--- config.mk ---
export PLATFORM = sky130hd
export DESIGN_NAME = oss_top
export DESIGN_NICKNAME = d
export VERILOG_FILES = /design/src/hw/oss_pkg.sv /design/src/hw/oss_edge_sync.sv /design/src/hw/oss_top.sv
export SDC_FILE = /design/constraint.sdc
export NUM_CORES = 1
export LEC_CHECK = 0
export ABC_CLOCK_PERIOD_IN_PS = 4300
export CAP_MARGIN = 30
export CORE_ASPECT_RATIO = 0.75
export CORE_UTILIZATION = 66
export CTS_CLUSTER_DIAMETER = 100
export DETAILED_ROUTE_END_ITERATION = 12
export DONT_BUFFER_PORTS = 1
export GPL_TIMING_DRIVEN = 0
export PLACE_DENSITY = 0.79
export SLEW_MARGIN = 5
export SYNTH_ARGS = -nofsm -noshare
export SYNTH_HDL_FRONTEND = slang
export SYNTH_SLANG_ARGS = --single-unit
--- constraint.sdc ---
create_clock -name sys_clk -period 4.3 [get_ports sys_clk]
set_input_delay 1.29 -clock sys_clk [delete_from_list [all_inputs] [get_ports sys_clk]]
set_output_delay 1.29 -clock sys_clk [all_outputs]
set_load 0.02 [all_outputs]
--- src/hw/oss_pkg.sv ---
package oss_pkg;

  // ----------------------------------------------------------------------
  // register map (byte addresses)
  // ----------------------------------------------------------------------
  localparam logic [7:0] CTRL_OFF     = 8'h00;
  localparam logic [7:0] STATUS_OFF   = 8'h04;
  localparam logic [7:0] IRQ_STAT_OFF = 8'h08;
  localparam logic [7:0] IRQ_MASK_OFF = 8'h0c;
  localparam logic [7:0] MAP_LO_OFF   = 8'h10;
  localparam logic [7:0] MAP_HI_OFF   = 8'h14;
  localparam logic [7:0] LAST_OFF     = 8'h18;

  // ----------------------------------------------------------------------
  // field positions and reset values
  // ----------------------------------------------------------------------
  localparam int          CTRL_ALM_EN_BIT   = 0;
  localparam int          CTRL_ORG_SET_BIT  = 1;
  localparam int          CTRL_ORG_CLR_BIT  = 2;
  localparam logic        ALM_EN_RST        = 1'b0;
  localparam int          IRQ_START_BIT     = 0;
  localparam int          IRQ_ALARM_BIT     = 1;
  localparam logic [1:0]  IRQ_MASK_RST      = 2'h0;
  localparam int          NUM_SHORTCUT      = 6;
  localparam int          MAP_FIELD_W       = 8;
  localparam logic [5:0]  ENTRY_MAX         = 6'h3f;
  localparam logic [5:0]  SEQ_PTR_RST       = 6'h00;
  localparam int          SYNC_STAGES       = 2;

  // ----------------------------------------------------------------------
  // carried types
  // ----------------------------------------------------------------------
  typedef enum logic [2:0] {
    SRC_PLAIN    = 3'b001,
    SRC_SEQ      = 3'b010,
    SRC_SHORTCUT = 3'b100
  } oss_src_type;

  typedef struct packed {
    logic        valid;
    oss_src_type src;
    logic [5:0]  entry;
  } oss_start_type;

  function automatic logic [5:0] oss_next_entry(input logic [5:0] e);
    oss_next_entry = (e == ENTRY_MAX) ? 6'h00 : e + 6'h01;
  endfunction : oss_next_entry

endpackage : oss_pkg

--- src/hw/oss_edge_sync.sv ---
`timescale 1ns/1ps
// two-stage synchroniser plus rising edge pulse, one per input bit
module oss_edge_sync #(
  parameter int W = 8
) (
  input  wire logic         sys_clk,   // clock
  input  wire logic         rst_b,     // async reset, active low
  input  wire logic [W-1:0] async_in,  // raw inputs
  output logic      [W-1:0] rise_q     // one-cycle rise pulses
);
  import oss_pkg::*;

  logic [W-1:0] s1_q;
  logic [W-1:0] s2_q;
  logic [W-1:0] s3_q;

  always_ff @(posedge sys_clk or negedge rst_b) begin
    if (!rst_b) begin
      s1_q <= '0;
      s2_q <= '0;
      s3_q <= '0;
    end else begin
      s1_q <= async_in;
      s2_q <= s1_q;
      s3_q <= s2_q;
    end
  end

  always_ff @(posedge sys_clk or negedge rst_b) begin
    if (!rst_b) begin
      rise_q <= '0;
    end else begin
      rise_q <= s2_q & ~s3_q;
    end
  end

endmodule : oss_edge_sync

--- src/hw/oss_top.sv ---
`timescale 1ns/1ps
// Summary of operation
// - select inputs form entry 0..63, bit0 least significant.
// - plain start launches positioning with currently selected entry.
// - home alarm enable setting, 0 off, 1 on, resets to 0.
// - enabled check alarms when positioning starts without origin set.
// - a sequential trigger starts the next entry, no reselection, unless a plain or shortcut trigger rises in the same cycle.
// - shortcut trigger starts its mapped entry, ignoring select inputs.
// - six mapping settings 0..63, defaults 0 to 5.
module oss_top (
  input  wire logic               sys_clk,            // 100 MHz clock
  input  wire logic               rst_b,              // async reset
  input  wire logic               psel,               // apb select
  input  wire logic               penable,            // apb enable
  input  wire logic               pwrite,             // apb direction
  input  wire logic [7:0]         paddr,              // apb address
  input  wire logic [31:0]        pwdata,             // apb write data
  output logic      [31:0]        prdata,             // apb read data
  output logic                    pready,             // apb ready
  output logic                    pslverr,            // apb error
  input  wire logic               data_select_bit0,   // entry bit 0
  input  wire logic               data_select_bit1,   // entry bit 1
  input  wire logic               data_select_bit2,   // entry bit 2
  input  wire logic               data_select_bit3,   // entry bit 3
  input  wire logic               data_select_bit4,   // entry bit 4
  input  wire logic               data_select_bit5,   // entry bit 5
  input  wire logic               start_trigger,      // plain start
  input  wire logic               sequential_advance_trigger, // next
  input  wire logic               shortcut_trigger_0, // shortcut 0
  input  wire logic               shortcut_trigger_1, // shortcut 1
  input  wire logic               shortcut_trigger_2, // shortcut 2
  input  wire logic               shortcut_trigger_3, // shortcut 3
  input  wire logic               shortcut_trigger_4, // shortcut 4
  input  wire logic               shortcut_trigger_5, // shortcut 5
  input  wire logic               origin_set,         // origin known
  output oss_pkg::oss_start_type  start_cmd_q,        // start pulse
  output logic                    home_alarm_q,       // alarm level
  output logic                    irq_q               // interrupt
);
  import oss_pkg::*;

  // ----------------------------------------------------------------------
  // trigger synchronisation
  // ----------------------------------------------------------------------
  logic [7:0] trig_raw;
  logic [7:0] trig_rise;
  logic [5:0] sel_q;

  assign trig_raw = {shortcut_trigger_5, shortcut_trigger_4,
                     shortcut_trigger_3, shortcut_trigger_2,
                     shortcut_trigger_1, shortcut_trigger_0,
                     sequential_advance_trigger, start_trigger};

  oss_edge_sync #(.W(8)) u_sync (
    .sys_clk  (sys_clk),
    .rst_b    (rst_b),
    .async_in (trig_raw),
    .rise_q   (trig_rise)
  );

  // select inputs pass two stages, one fewer than the triggers, so sel_q is one cycle newer than the trig_rise sample
  logic [5:0] sel_s1_q;
  always_ff @(posedge sys_clk or negedge rst_b) begin
    if (!rst_b) begin
      sel_s1_q <= '0;
      sel_q    <= '0;
    end else begin
      sel_s1_q <= {data_select_bit5, data_select_bit4, data_select_bit3,
                   data_select_bit2, data_select_bit1,
                   data_select_bit0};
      sel_q    <= sel_s1_q;
    end
  end

  // ----------------------------------------------------------------------
  // registers
  // ----------------------------------------------------------------------
  logic                    alm_en_q;
  logic                    org_sw_q;
  logic [1:0]              irq_stat_q;
  logic [1:0]              irq_mask_q;
  logic [NUM_SHORTCUT-1:0][5:0] map_q;
  logic [5:0]              seq_ptr_q;
  logic [5:0]              last_entry_q;
  logic                    wr_en;
  logic                    rd_en;
  logic                    origin_ok;

  assign wr_en     = psel && penable && pwrite;
  assign rd_en     = psel && penable && !pwrite;
  assign origin_ok = origin_set || org_sw_q;

  always_ff @(posedge sys_clk or negedge rst_b) begin
    if (!rst_b) begin
      alm_en_q <= ALM_EN_RST;
      org_sw_q <= 1'b0;
    end else if (wr_en && paddr == CTRL_OFF) begin
      alm_en_q <= pwdata[CTRL_ALM_EN_BIT];
      if (pwdata[CTRL_ORG_SET_BIT]) begin
        org_sw_q <= 1'b1;
      end else if (pwdata[CTRL_ORG_CLR_BIT]) begin
        org_sw_q <= 1'b0;
      end
    end
  end

  always_ff @(posedge sys_clk or negedge rst_b) begin
    if (!rst_b) begin
      for (int i = 0; i < NUM_SHORTCUT; i++) begin
        map_q[i] <= 6'(i);
      end
    end else if (wr_en && paddr == MAP_LO_OFF) begin
      for (int i = 0; i < 4; i++) begin
        map_q[i] <= pwdata[i*MAP_FIELD_W +: 6];
      end
    end else if (wr_en && paddr == MAP_HI_OFF) begin
      for (int i = 0; i < 2; i++) begin
        map_q[i+4] <= pwdata[i*MAP_FIELD_W +: 6];
      end
    end
  end

  // ----------------------------------------------------------------------
  // start arbitration: any shortcut highest (shortcut 0 before 1..5), then plain, then sequential
  // ----------------------------------------------------------------------
  oss_start_type start_d;
  always_comb begin
    start_d = '{valid: 1'b0, src: SRC_PLAIN, entry: 6'h00};
    if (|trig_rise[7:2]) begin
      start_d.valid = 1'b1;
      start_d.src   = SRC_SHORTCUT;
      for (int i = NUM_SHORTCUT-1; i >= 0; i--) begin
        if (trig_rise[i+2]) begin
          start_d.entry = map_q[i];
        end
      end
    end else if (trig_rise[0]) begin
      start_d.valid = 1'b1;
      start_d.src   = SRC_PLAIN;
      start_d.entry = sel_q;
    end else if (trig_rise[1]) begin
      start_d.valid = 1'b1;
      start_d.src   = SRC_SEQ;
      start_d.entry = seq_ptr_q;
    end
  end

  always_ff @(posedge sys_clk or negedge rst_b) begin
    if (!rst_b) begin
      start_cmd_q <= '{valid: 1'b0, src: SRC_PLAIN, entry: 6'h00};
    end else begin
      start_cmd_q <= start_d;
    end
  end

  // sequential pointer follows whichever entry ran last
  always_ff @(posedge sys_clk or negedge rst_b) begin
    if (!rst_b) begin
      seq_ptr_q    <= SEQ_PTR_RST;
      last_entry_q <= 6'h00;
    end else if (start_d.valid) begin
      seq_ptr_q    <= oss_next_entry(start_d.entry);
      last_entry_q <= start_d.entry;
    end
  end

  // ----------------------------------------------------------------------
  // home alarm, sticky until origin becomes known
  // ----------------------------------------------------------------------
  logic alarm_evt;
  assign alarm_evt = start_d.valid && alm_en_q && !origin_ok;

  always_ff @(posedge sys_clk or negedge rst_b) begin
    if (!rst_b) begin
      home_alarm_q <= 1'b0;
    end else if (alarm_evt) begin
      home_alarm_q <= 1'b1;
    end else if (origin_ok) begin
      home_alarm_q <= 1'b0;
    end
  end

  // ----------------------------------------------------------------------
  // interrupts: set wins over write-one-to-clear
  // ----------------------------------------------------------------------
  logic [1:0] irq_set;
  assign irq_set = {alarm_evt, start_d.valid};

  always_ff @(posedge sys_clk or negedge rst_b) begin
    if (!rst_b) begin
      irq_stat_q <= 2'h0;
    end else begin
      if (wr_en && paddr == IRQ_STAT_OFF) begin
        irq_stat_q <= (irq_stat_q & ~pwdata[1:0]) | irq_set;
      end else begin
        irq_stat_q <= irq_stat_q | irq_set;
      end
    end
  end

  always_ff @(posedge sys_clk or negedge rst_b) begin
    if (!rst_b) begin
      irq_mask_q <= IRQ_MASK_RST;
    end else if (wr_en && paddr == IRQ_MASK_OFF) begin
      irq_mask_q <= pwdata[1:0];
    end
  end

  always_ff @(posedge sys_clk or negedge rst_b) begin
    if (!rst_b) begin
      irq_q <= 1'b0;
    end else begin
      irq_q <= |(irq_stat_q & irq_mask_q);
    end
  end

  // ----------------------------------------------------------------------
  // apb read path, no wait states
  // ----------------------------------------------------------------------
  logic [31:0] rd_d;
  logic        hit;
  always_comb begin
    rd_d = 32'h0;
    hit  = 1'b1;
    unique case (paddr)
      CTRL_OFF:     rd_d = {30'h0, org_sw_q, alm_en_q};
      STATUS_OFF:   rd_d = {12'h0, seq_ptr_q, 6'h00, sel_q,
                            origin_ok, home_alarm_q};
      IRQ_STAT_OFF: rd_d = {30'h0, irq_stat_q};
      IRQ_MASK_OFF: rd_d = {30'h0, irq_mask_q};
      MAP_LO_OFF:   rd_d = {2'h0, map_q[3], 2'h0, map_q[2],
                            2'h0, map_q[1], 2'h0, map_q[0]};
      MAP_HI_OFF:   rd_d = {16'h0, 2'h0, map_q[5], 2'h0, map_q[4]};
      LAST_OFF:     rd_d = {26'h0, last_entry_q};
      default:      hit  = 1'b0;
    endcase
  end

  always_ff @(posedge sys_clk or negedge rst_b) begin
    if (!rst_b) begin
      pready  <= 1'b0;
      pslverr <= 1'b0;
      prdata  <= 32'h0;
    end else begin
      pready  <= psel && !penable;
      pslverr <= psel && !penable && !hit;
      prdata  <= (psel && !penable && !pwrite) ? rd_d : 32'h0;
    end
  end

  // ----------------------------------------------------------------------
  // checks
  // ----------------------------------------------------------------------
  a_alarm_raise: assert property (
    @(posedge sys_clk) disable iff (!rst_b)
    alarm_evt |=> home_alarm_q)
    else $error("alarm not raised");
  a_alarm_quiet: assert property (
    @(posedge sys_clk) disable iff (!rst_b)
    (start_d.valid && !alm_en_q && !$past(home_alarm_q) && !home_alarm_q)
    |=> !home_alarm_q)
    else $error("alarm raised while disabled");
  a_plain_entry: assert property (
    @(posedge sys_clk) disable iff (!rst_b)
    (trig_rise[0] && !(|trig_rise[7:2])) |=>
    start_cmd_q.valid && start_cmd_q.entry == $past(sel_q))
    else $error("plain start entry wrong");
  a_seq_advance: assert property (
    @(posedge sys_clk) disable iff (!rst_b)
    (start_cmd_q.valid && start_cmd_q.src == SRC_SEQ) |->
    seq_ptr_q == oss_next_entry(start_cmd_q.entry))
    else $error("sequence pointer did not advance");
  a_short_entry: assert property (
    @(posedge sys_clk) disable iff (!rst_b)
    trig_rise[2] |=> start_cmd_q.src == SRC_SHORTCUT &&
    start_cmd_q.entry == $past(map_q[0]))
    else $error("shortcut entry wrong");
  a_one_start: assert property (
    @(posedge sys_clk) disable iff (!rst_b)
    trig_rise[0] |=> !trig_rise[0])
    else $error("held trigger repeated");
  a_sel_order: assert property (
    @(posedge sys_clk) disable iff (!rst_b)
    $stable(sel_s1_q) |=> sel_q == $past(sel_s1_q))
    else $error("select path broken");
  a_map_reset: assert property (
    @(posedge sys_clk)
    $rose(rst_b) |-> map_q[5] == 6'h05)
    else $error("map default wrong");
  a_seq_entry: assert property (
    @(posedge sys_clk) disable iff (!rst_b)
    (trig_rise[1] && !trig_rise[0] && !(|trig_rise[7:2])) |=>
    start_cmd_q.src == SRC_SEQ && start_cmd_q.entry == $past(seq_ptr_q))
    else $error("sequential start entry wrong");
  a_short_map1: assert property (
    @(posedge sys_clk) disable iff (!rst_b)
    (trig_rise[3] && !trig_rise[2]) |=> start_cmd_q.src == SRC_SHORTCUT &&
    start_cmd_q.entry == $past(map_q[1]))
    else $error("shortcut one entry wrong");
  a_short_map5: assert property (
    @(posedge sys_clk) disable iff (!rst_b)
    (trig_rise[7] && !(|trig_rise[6:2])) |=>
    start_cmd_q.entry == $past(map_q[5]))
    else $error("shortcut five entry wrong");
  a_start_cause: assert property (
    @(posedge sys_clk) disable iff (!rst_b)
    start_cmd_q.valid |-> $past(|trig_rise))
    else $error("start without trigger edge");
  a_alarm_start: assert property (
    @(posedge sys_clk) disable iff (!rst_b)
    $rose(home_alarm_q) |-> start_cmd_q.valid)
    else $error("alarm raised without a start");
  a_alarm_clear: assert property (
    @(posedge sys_clk) disable iff (!rst_b)
    origin_ok |=> !home_alarm_q)
    else $error("alarm kept with origin known");
  a_alarm_enable: assert property (
    @(posedge sys_clk) disable iff (!rst_b)
    (wr_en && paddr == CTRL_OFF) |=>
    alm_en_q == $past(pwdata[CTRL_ALM_EN_BIT]))
    else $error("alarm enable not written");
  a_map_write: assert property (
    @(posedge sys_clk) disable iff (!rst_b)
    (wr_en && paddr == MAP_HI_OFF) |=> map_q[5] == $past(pwdata[13:8]))
    else $error("shortcut map not written");
  a_irq_sticky: assert property (
    @(posedge sys_clk) disable iff (!rst_b)
    irq_set[0] |=> irq_stat_q[0])
    else $error("start status bit not set");
  a_irq_level: assert property (
    @(posedge sys_clk) disable iff (!rst_b)
    (|(irq_stat_q & irq_mask_q)) |=> irq_q)
    else $error("interrupt not raised");
  a_apb_ready: assert property (
    @(posedge sys_clk) disable iff (!rst_b)
    (psel && !penable) |=> pready)
    else $error("bus answer missing");
  a_apb_error: assert property (
    @(posedge sys_clk) disable iff (!rst_b)
    (psel && !penable && !hit) |=> pslverr)
    else $error("unmapped access not flagged");

  // ----------------------------------------------------------------------
  // coverage of the main scenarios
  // ----------------------------------------------------------------------
  c_plain: cover property (@(posedge sys_clk) start_cmd_q.src == SRC_PLAIN
    && start_cmd_q.valid);
  c_seq: cover property (@(posedge sys_clk) start_cmd_q.src == SRC_SEQ
    && start_cmd_q.valid);
  c_short: cover property (@(posedge sys_clk) start_cmd_q.valid
    && start_cmd_q.src == SRC_SHORTCUT);
  c_alarm: cover property (@(posedge sys_clk) $rose(home_alarm_q));
  c_irq: cover property (@(posedge sys_clk) $rose(irq_q));

endmodule : oss_top

Word-level counts from Yosys, hierarchy flattened --
Cells that the tools add are included.
Word-level totals: bits of input ports 60, register bits after elaboration 144, output and inout bits 46, word-level logic and storage cells 85
Operators by class: multiplexer cells 18, bitwise logic cells 8, equal/unequal tests 7, reduce and logical (&&, ||, !) cells 25, $add $sub $neg 1
Operators by type and width (number):
- $pmux 30 s7 | 1
- $mux 6 | 7
- $mux 32 | 1
- $mux 10 | 3
- $eq 8x5->1 const B | 3
- $eq 8x4->1 const B | 2
- $logic_and 1x1->1 | 12
- $and 8x8->8 | 1
- $eq 8x3->1 const B | 1
- $logic_not 8->1 | 1
- $not 8->8 | 1
- $reduce_or 7->1 | 1
- $add 6x1->6 const B | 1
- $eq 6x6->1 const B | 1
- $reduce_or 6->1 | 1
- $mux 1 | 5
- $and 2x2->2 | 2
- $logic_not 1->1 | 4
- $or 2x2->2 | 2
- $reduce_and 2->1 | 2
- $reduce_bool 2->1 | 2
- $mux 2 | 1
- $not 2->2 | 1
- $reduce_or 2->1 | 1
- 2 further kinds | 2

Longest topological paths before layout --
depth after elaboration 11, mapped depth 11, mapped depth without buffers 9

Hierarchy --
A second synthesis with hierarchy kept.
Second synthesis, totals: cells, all modules 386, area total of the unflattened synthesis 5440.2 µm²
Modules (own cells, without submodules):
- oss_top | instances 1, sequential area each 2712.6 µm², cells each 346, area each 4529.3 µm²
- oss_edge_sync | instances 1, sequential area each 800.8 µm², cells each 40, area each 910.9 µm²

Least setup slack after synthesis --
OpenSTA, ideal clock, no wires.
path type in2reg, start point input paddr[5], end point register map_q[0] in the netlist's numbering, buffers on the path 1, arrival 2670 ps, data required time 4172 ps, setup time 128 ps, slack 1502 ps, stages 6, cell sequence nor3_2 and2_1 nand2_2 nor4_4 buf_4 mux2_1
On the way: word-level cells in the longest chain between the ends 2
RTL lines:
- from (decl) | RTL line oss_top.sv:16 | input wire logic [7:0] paddr,
- $eq 8x5->1 | RTL line oss_top.sv:112 | end else if (wr_en && paddr == MAP_LO_OFF) begin
- $logic_and 1x1->1 | RTL line oss_top.sv:112
- to (signal, indexed assignment) | RTL line oss_top.sv:110 | map_q[i] <= 6'(i);
- to (signal, indexed assignment) | RTL line oss_top.sv:114 | map_q[i] <= pwdata[i*MAP_FIELD_W +: 6];
- to (signal, indexed assignment) | RTL line oss_top.sv:118 | map_q[i+4] <= pwdata[i*MAP_FIELD_W +: 6];
- to (decl) | RTL line oss_top.sv:82 | logic [NUM_SHORTCUT-1:0][5:0] map_q;
No other way between the ends. A chain may end at the register's enable or synchronous reset.

==> results.tsv <==
stage	metric	value	unit
run_status	run_status	completed	
cts	htree_levels	4	
power_and_ir_drop	cellLeakagePower	0.00290	µW
drt	vias_per_cell	6.45	
layout	finish.net_count	475	
timing	final-hold-violation-count	0	
floorplan	floorplan.io_pins	106	
timing	fin_worst_skew	0.00635	ns
synth	syn_area	5430	µm²
timing	slew_headroom	0.496	
floorplan	die_x	107	µm
cts	clock-sinks	140	
floorplan	initial_core_util	0.686	
drt	route.antenna.remaining_nets	0	
floorplan	placeableCoreArea	7920	µm²
timing	finalCriticalPeriod	2.61	ns
synth	synth_top_cells_by_area	dfrtp_1 (61%), mux2_1 (6.4%), dfstp_2 (3.9%)	
global_routing	global_route_wire_length_before_repair	18500	µm
synth	synth_top_area_cell	dfrtp_1	
floorplan	rows	28	
layout	diodes	0	
cts	clock_path_buffers	2	
timing	final.setup.tns	0	ns
drt	routed_wl	12000	µm
floorplan	design.die.area	8600	µm²
synth	gate_count_of_the_mapped_netlist	392	
drt	route.vias.total	3434	
power_and_ir_drop	peakVddDrop	0.000395	V
timing	slew_viols_final	0	
timing	timing_worst_slew_pin_value	0.752	ns
global_routing	global_route.usage.total	0.303	
timing	highest_attainable_clock_frequency	0.384	GHz
timing	finalSetupViolations	0	
power_and_ir_drop	p_total	3130	µW
min_path	hold_path_class	flop to flop	
placed_design	place.port_buffers	0	
cts	clkLatencyLatePin	0.51	ns
synth	netlist-cell-type-count	56	
drt	detail_route.iter0.violations	338	
drt	drcViolationCount	0	
placed_design	gp_routability_congestion	0.907	
critical_path	critical_path_arrival	3.00	ns
synth	synth_area_per_cell	13.9	µm²
global_routing	antenna_found_initial	0	
global_routing	grt_max_degree	141	
critical_path	critical_path_required	4.69	ns
job	cap_violations	0	
cts	cts_tree	done	
critical_path	worstSetupEndpointType	flop	
global_routing	grt_pass1_vias	3348	
drt	first_pass_iters	5	
power_and_ir_drop	pwr_density_cell	503	nW/µm²
cts	cts_post_setup_buffers_inserted	0	
critical_path	worst_setup_path_start_kind	flop	
critical_path	worst-path-max-fanout	8	
timing	rsz0062_at_grt	false	
cts	cts_root_buffer	clkbuf_8	
cts	cts_made_buffers	17	
synth	synth_top_area_frac	0.608	
drt	wl_per_cell	22.6	µm
critical_path	critical_setup_path_kind	flop to flop	
timing	fin_crit_sh	0.606	
synth	postSynthRegisterBits	140	
cts	cts_hold_buffers	0	
cts	post_cts_resized	0	
layout	drive_above_1_share	0.206	
synth	synth.yosys.warnings	0	
cts	clock_pin_slew_on_the_worst_setup_and_hold_paths	0.06	ns
placed_design	detailedPlacementHpwl	8040	µm
floorplan	floorplan.die.height	80.6	µm
synth	yosysSeqAreaShare	0.647	
layout	area_growth_syn_to_layout	14.6	%
global_routing	grt.overflow.total	0	
layout	fin_util	0.787	
[logic make-up after synthesis]
family	count (synthesis)	synth area share
multiplexers	40	0.0827
flip-flops	140	0.647
XOR/XNOR	2	0.00322
AO/OA/AOI/OAI	81	0.126
other	1	0.000690
adder cells (fa/ha/maj)	1	0.00230
AND/OR/NAND/NOR	102	0.108
buffers and inverters	25	0.0297
[registers in the layout (all words and copies together), names as in the netlist]
| name | cells |
|---|---|
| alm_en_q | 1 |
| home_alarm_q | 1 |
| irq_mask_q | 2 |
| irq_q | 1 |
| irq_stat_q | 2 |
| last_entry_q | 6 |
| map_q | 36 |
| org_sw_q | 1 |
| prdata | 28 |
| pready | 1 |
| pslverr | 1 |
| sel_q | 6 |
| sel_s1_q | 6 |
| seq_ptr_q | 6 |
| start_cmd_q | 10 |
| u_sync.rise_q | 8 |
| u_sync.s1_q | 8 |
| u_sync.s2_q | 8 |
| u_sync.s3_q | 8 |
[cell usage in the layout (no fill, tap or decap), types with 8 or more instances in the layout]
master,n
a21oi_1,8
a22oi_1,23
and3_1,11
clkbuf_16,16
dfrtp_1,132
dfstp_2,8
mux2_1,31
mux2_2,8
nand2_1,22
nor2_1,20
nor2b_1,10
[through the flow]
step / hold slack, ns / cells / worst slack [ns] / area (µm²)
after floorplan: 0.331 / 395 / 1.50 / 5440
after global placement: 0.332 / 500 / 1.27 / 5580
after detailed placement: 0.335 / 500 / 1.25 / 5580
after CTS: 0.348 / 532 / 1.77 / 6230
after global routing: 0.352 / 532 / 1.57 / 6230
final: 0.346 / 532 / 1.69 / 6230
[report_power, final]
part	total, µW	switching [µW]	internal (µW)
registers	1430	52.0	1380
logic	135	80.8	54.6
clock network	1570	534	1040
[cell type report]
type / instances / area (µm²)
Multi-Input combinational cell: 230 / 1770
Buffer: 21 / 141
Clock inverter: 9 / 155
Tap cell: 105 / 131
Sequential cell: 140 / 3510
Inverter: 4 / 20.0
Clock buffer: 23 / 497
Fill cell: 451 / 1690
[path summary, 6_finish.rpt]
kind                                   from              to  slack, ns  cells past startpoint
setup / recovery           u_sync.rise_q[4]    seq_ptr_q[3]       1.69                      9
hold / removal               u_sync.s1_q[5]  u_sync.s2_q[5]       0.35                      0
setup reg to reg           u_sync.rise_q[4]    seq_ptr_q[3]       1.69                      9
hold reg to reg              u_sync.s1_q[5]  u_sync.s2_q[5]       0.35                      0
max in group asynchronous             rst_b       map_q[30]       3.59                      0
min in group asynchronous             rst_b       prdata[6]       0.46                      0
[per-layer routing]
layer | GRT usage | routed length [µm] | vias up
met5 | 0 | 0 | -
met4 | 0.123 | 231 | 0
met3 | 0.102 | 1280 | 26
met2 | 0.466 | 5710 | 208
met1 | 0.400 | 4800 | 1737
li1 | - | - | 1463
[worst max-delay path: stages, from the launching register on]
cell and delay, ns:
dfrtp_1 0.49, nor4_2 0.46, and2_4 0.23, buf_12 0.13, a221oi_1 0.08, a21oi_2 0.32
ha_1 0.28, nand4_1 0.16, a21oi_1 0.23, o21ai_1 0.09
[cell usage after synthesis, drive strengths merged]
cell type / number
and3: 12
or2b: 5
a221oi: 11
buf: 14
o21ai: 8
nand2b: 2
mux2i: 1
a32o: 1
a22oi: 23
or4: 1
nand4: 2
dfstp: 8
a21oi: 13
nor4: 2
a21o: 6
a31oi: 3
a31o: 1
and2: 6
nor2: 21
dfrtp: 132
or3: 1
a22o: 3
ha: 1
o221ai: 1
clkbuf: 7
nor3: 7
o211ai: 1
and2b: 2
inv: 4
o2111ai: 5
or2: 1
nor2b: 11
nand2: 23
nand4bb: 1
conb: 1
mux2: 39
xnor2: 2
a221o: 5
nand3: 5
Power figures use the tool's default switching activity.
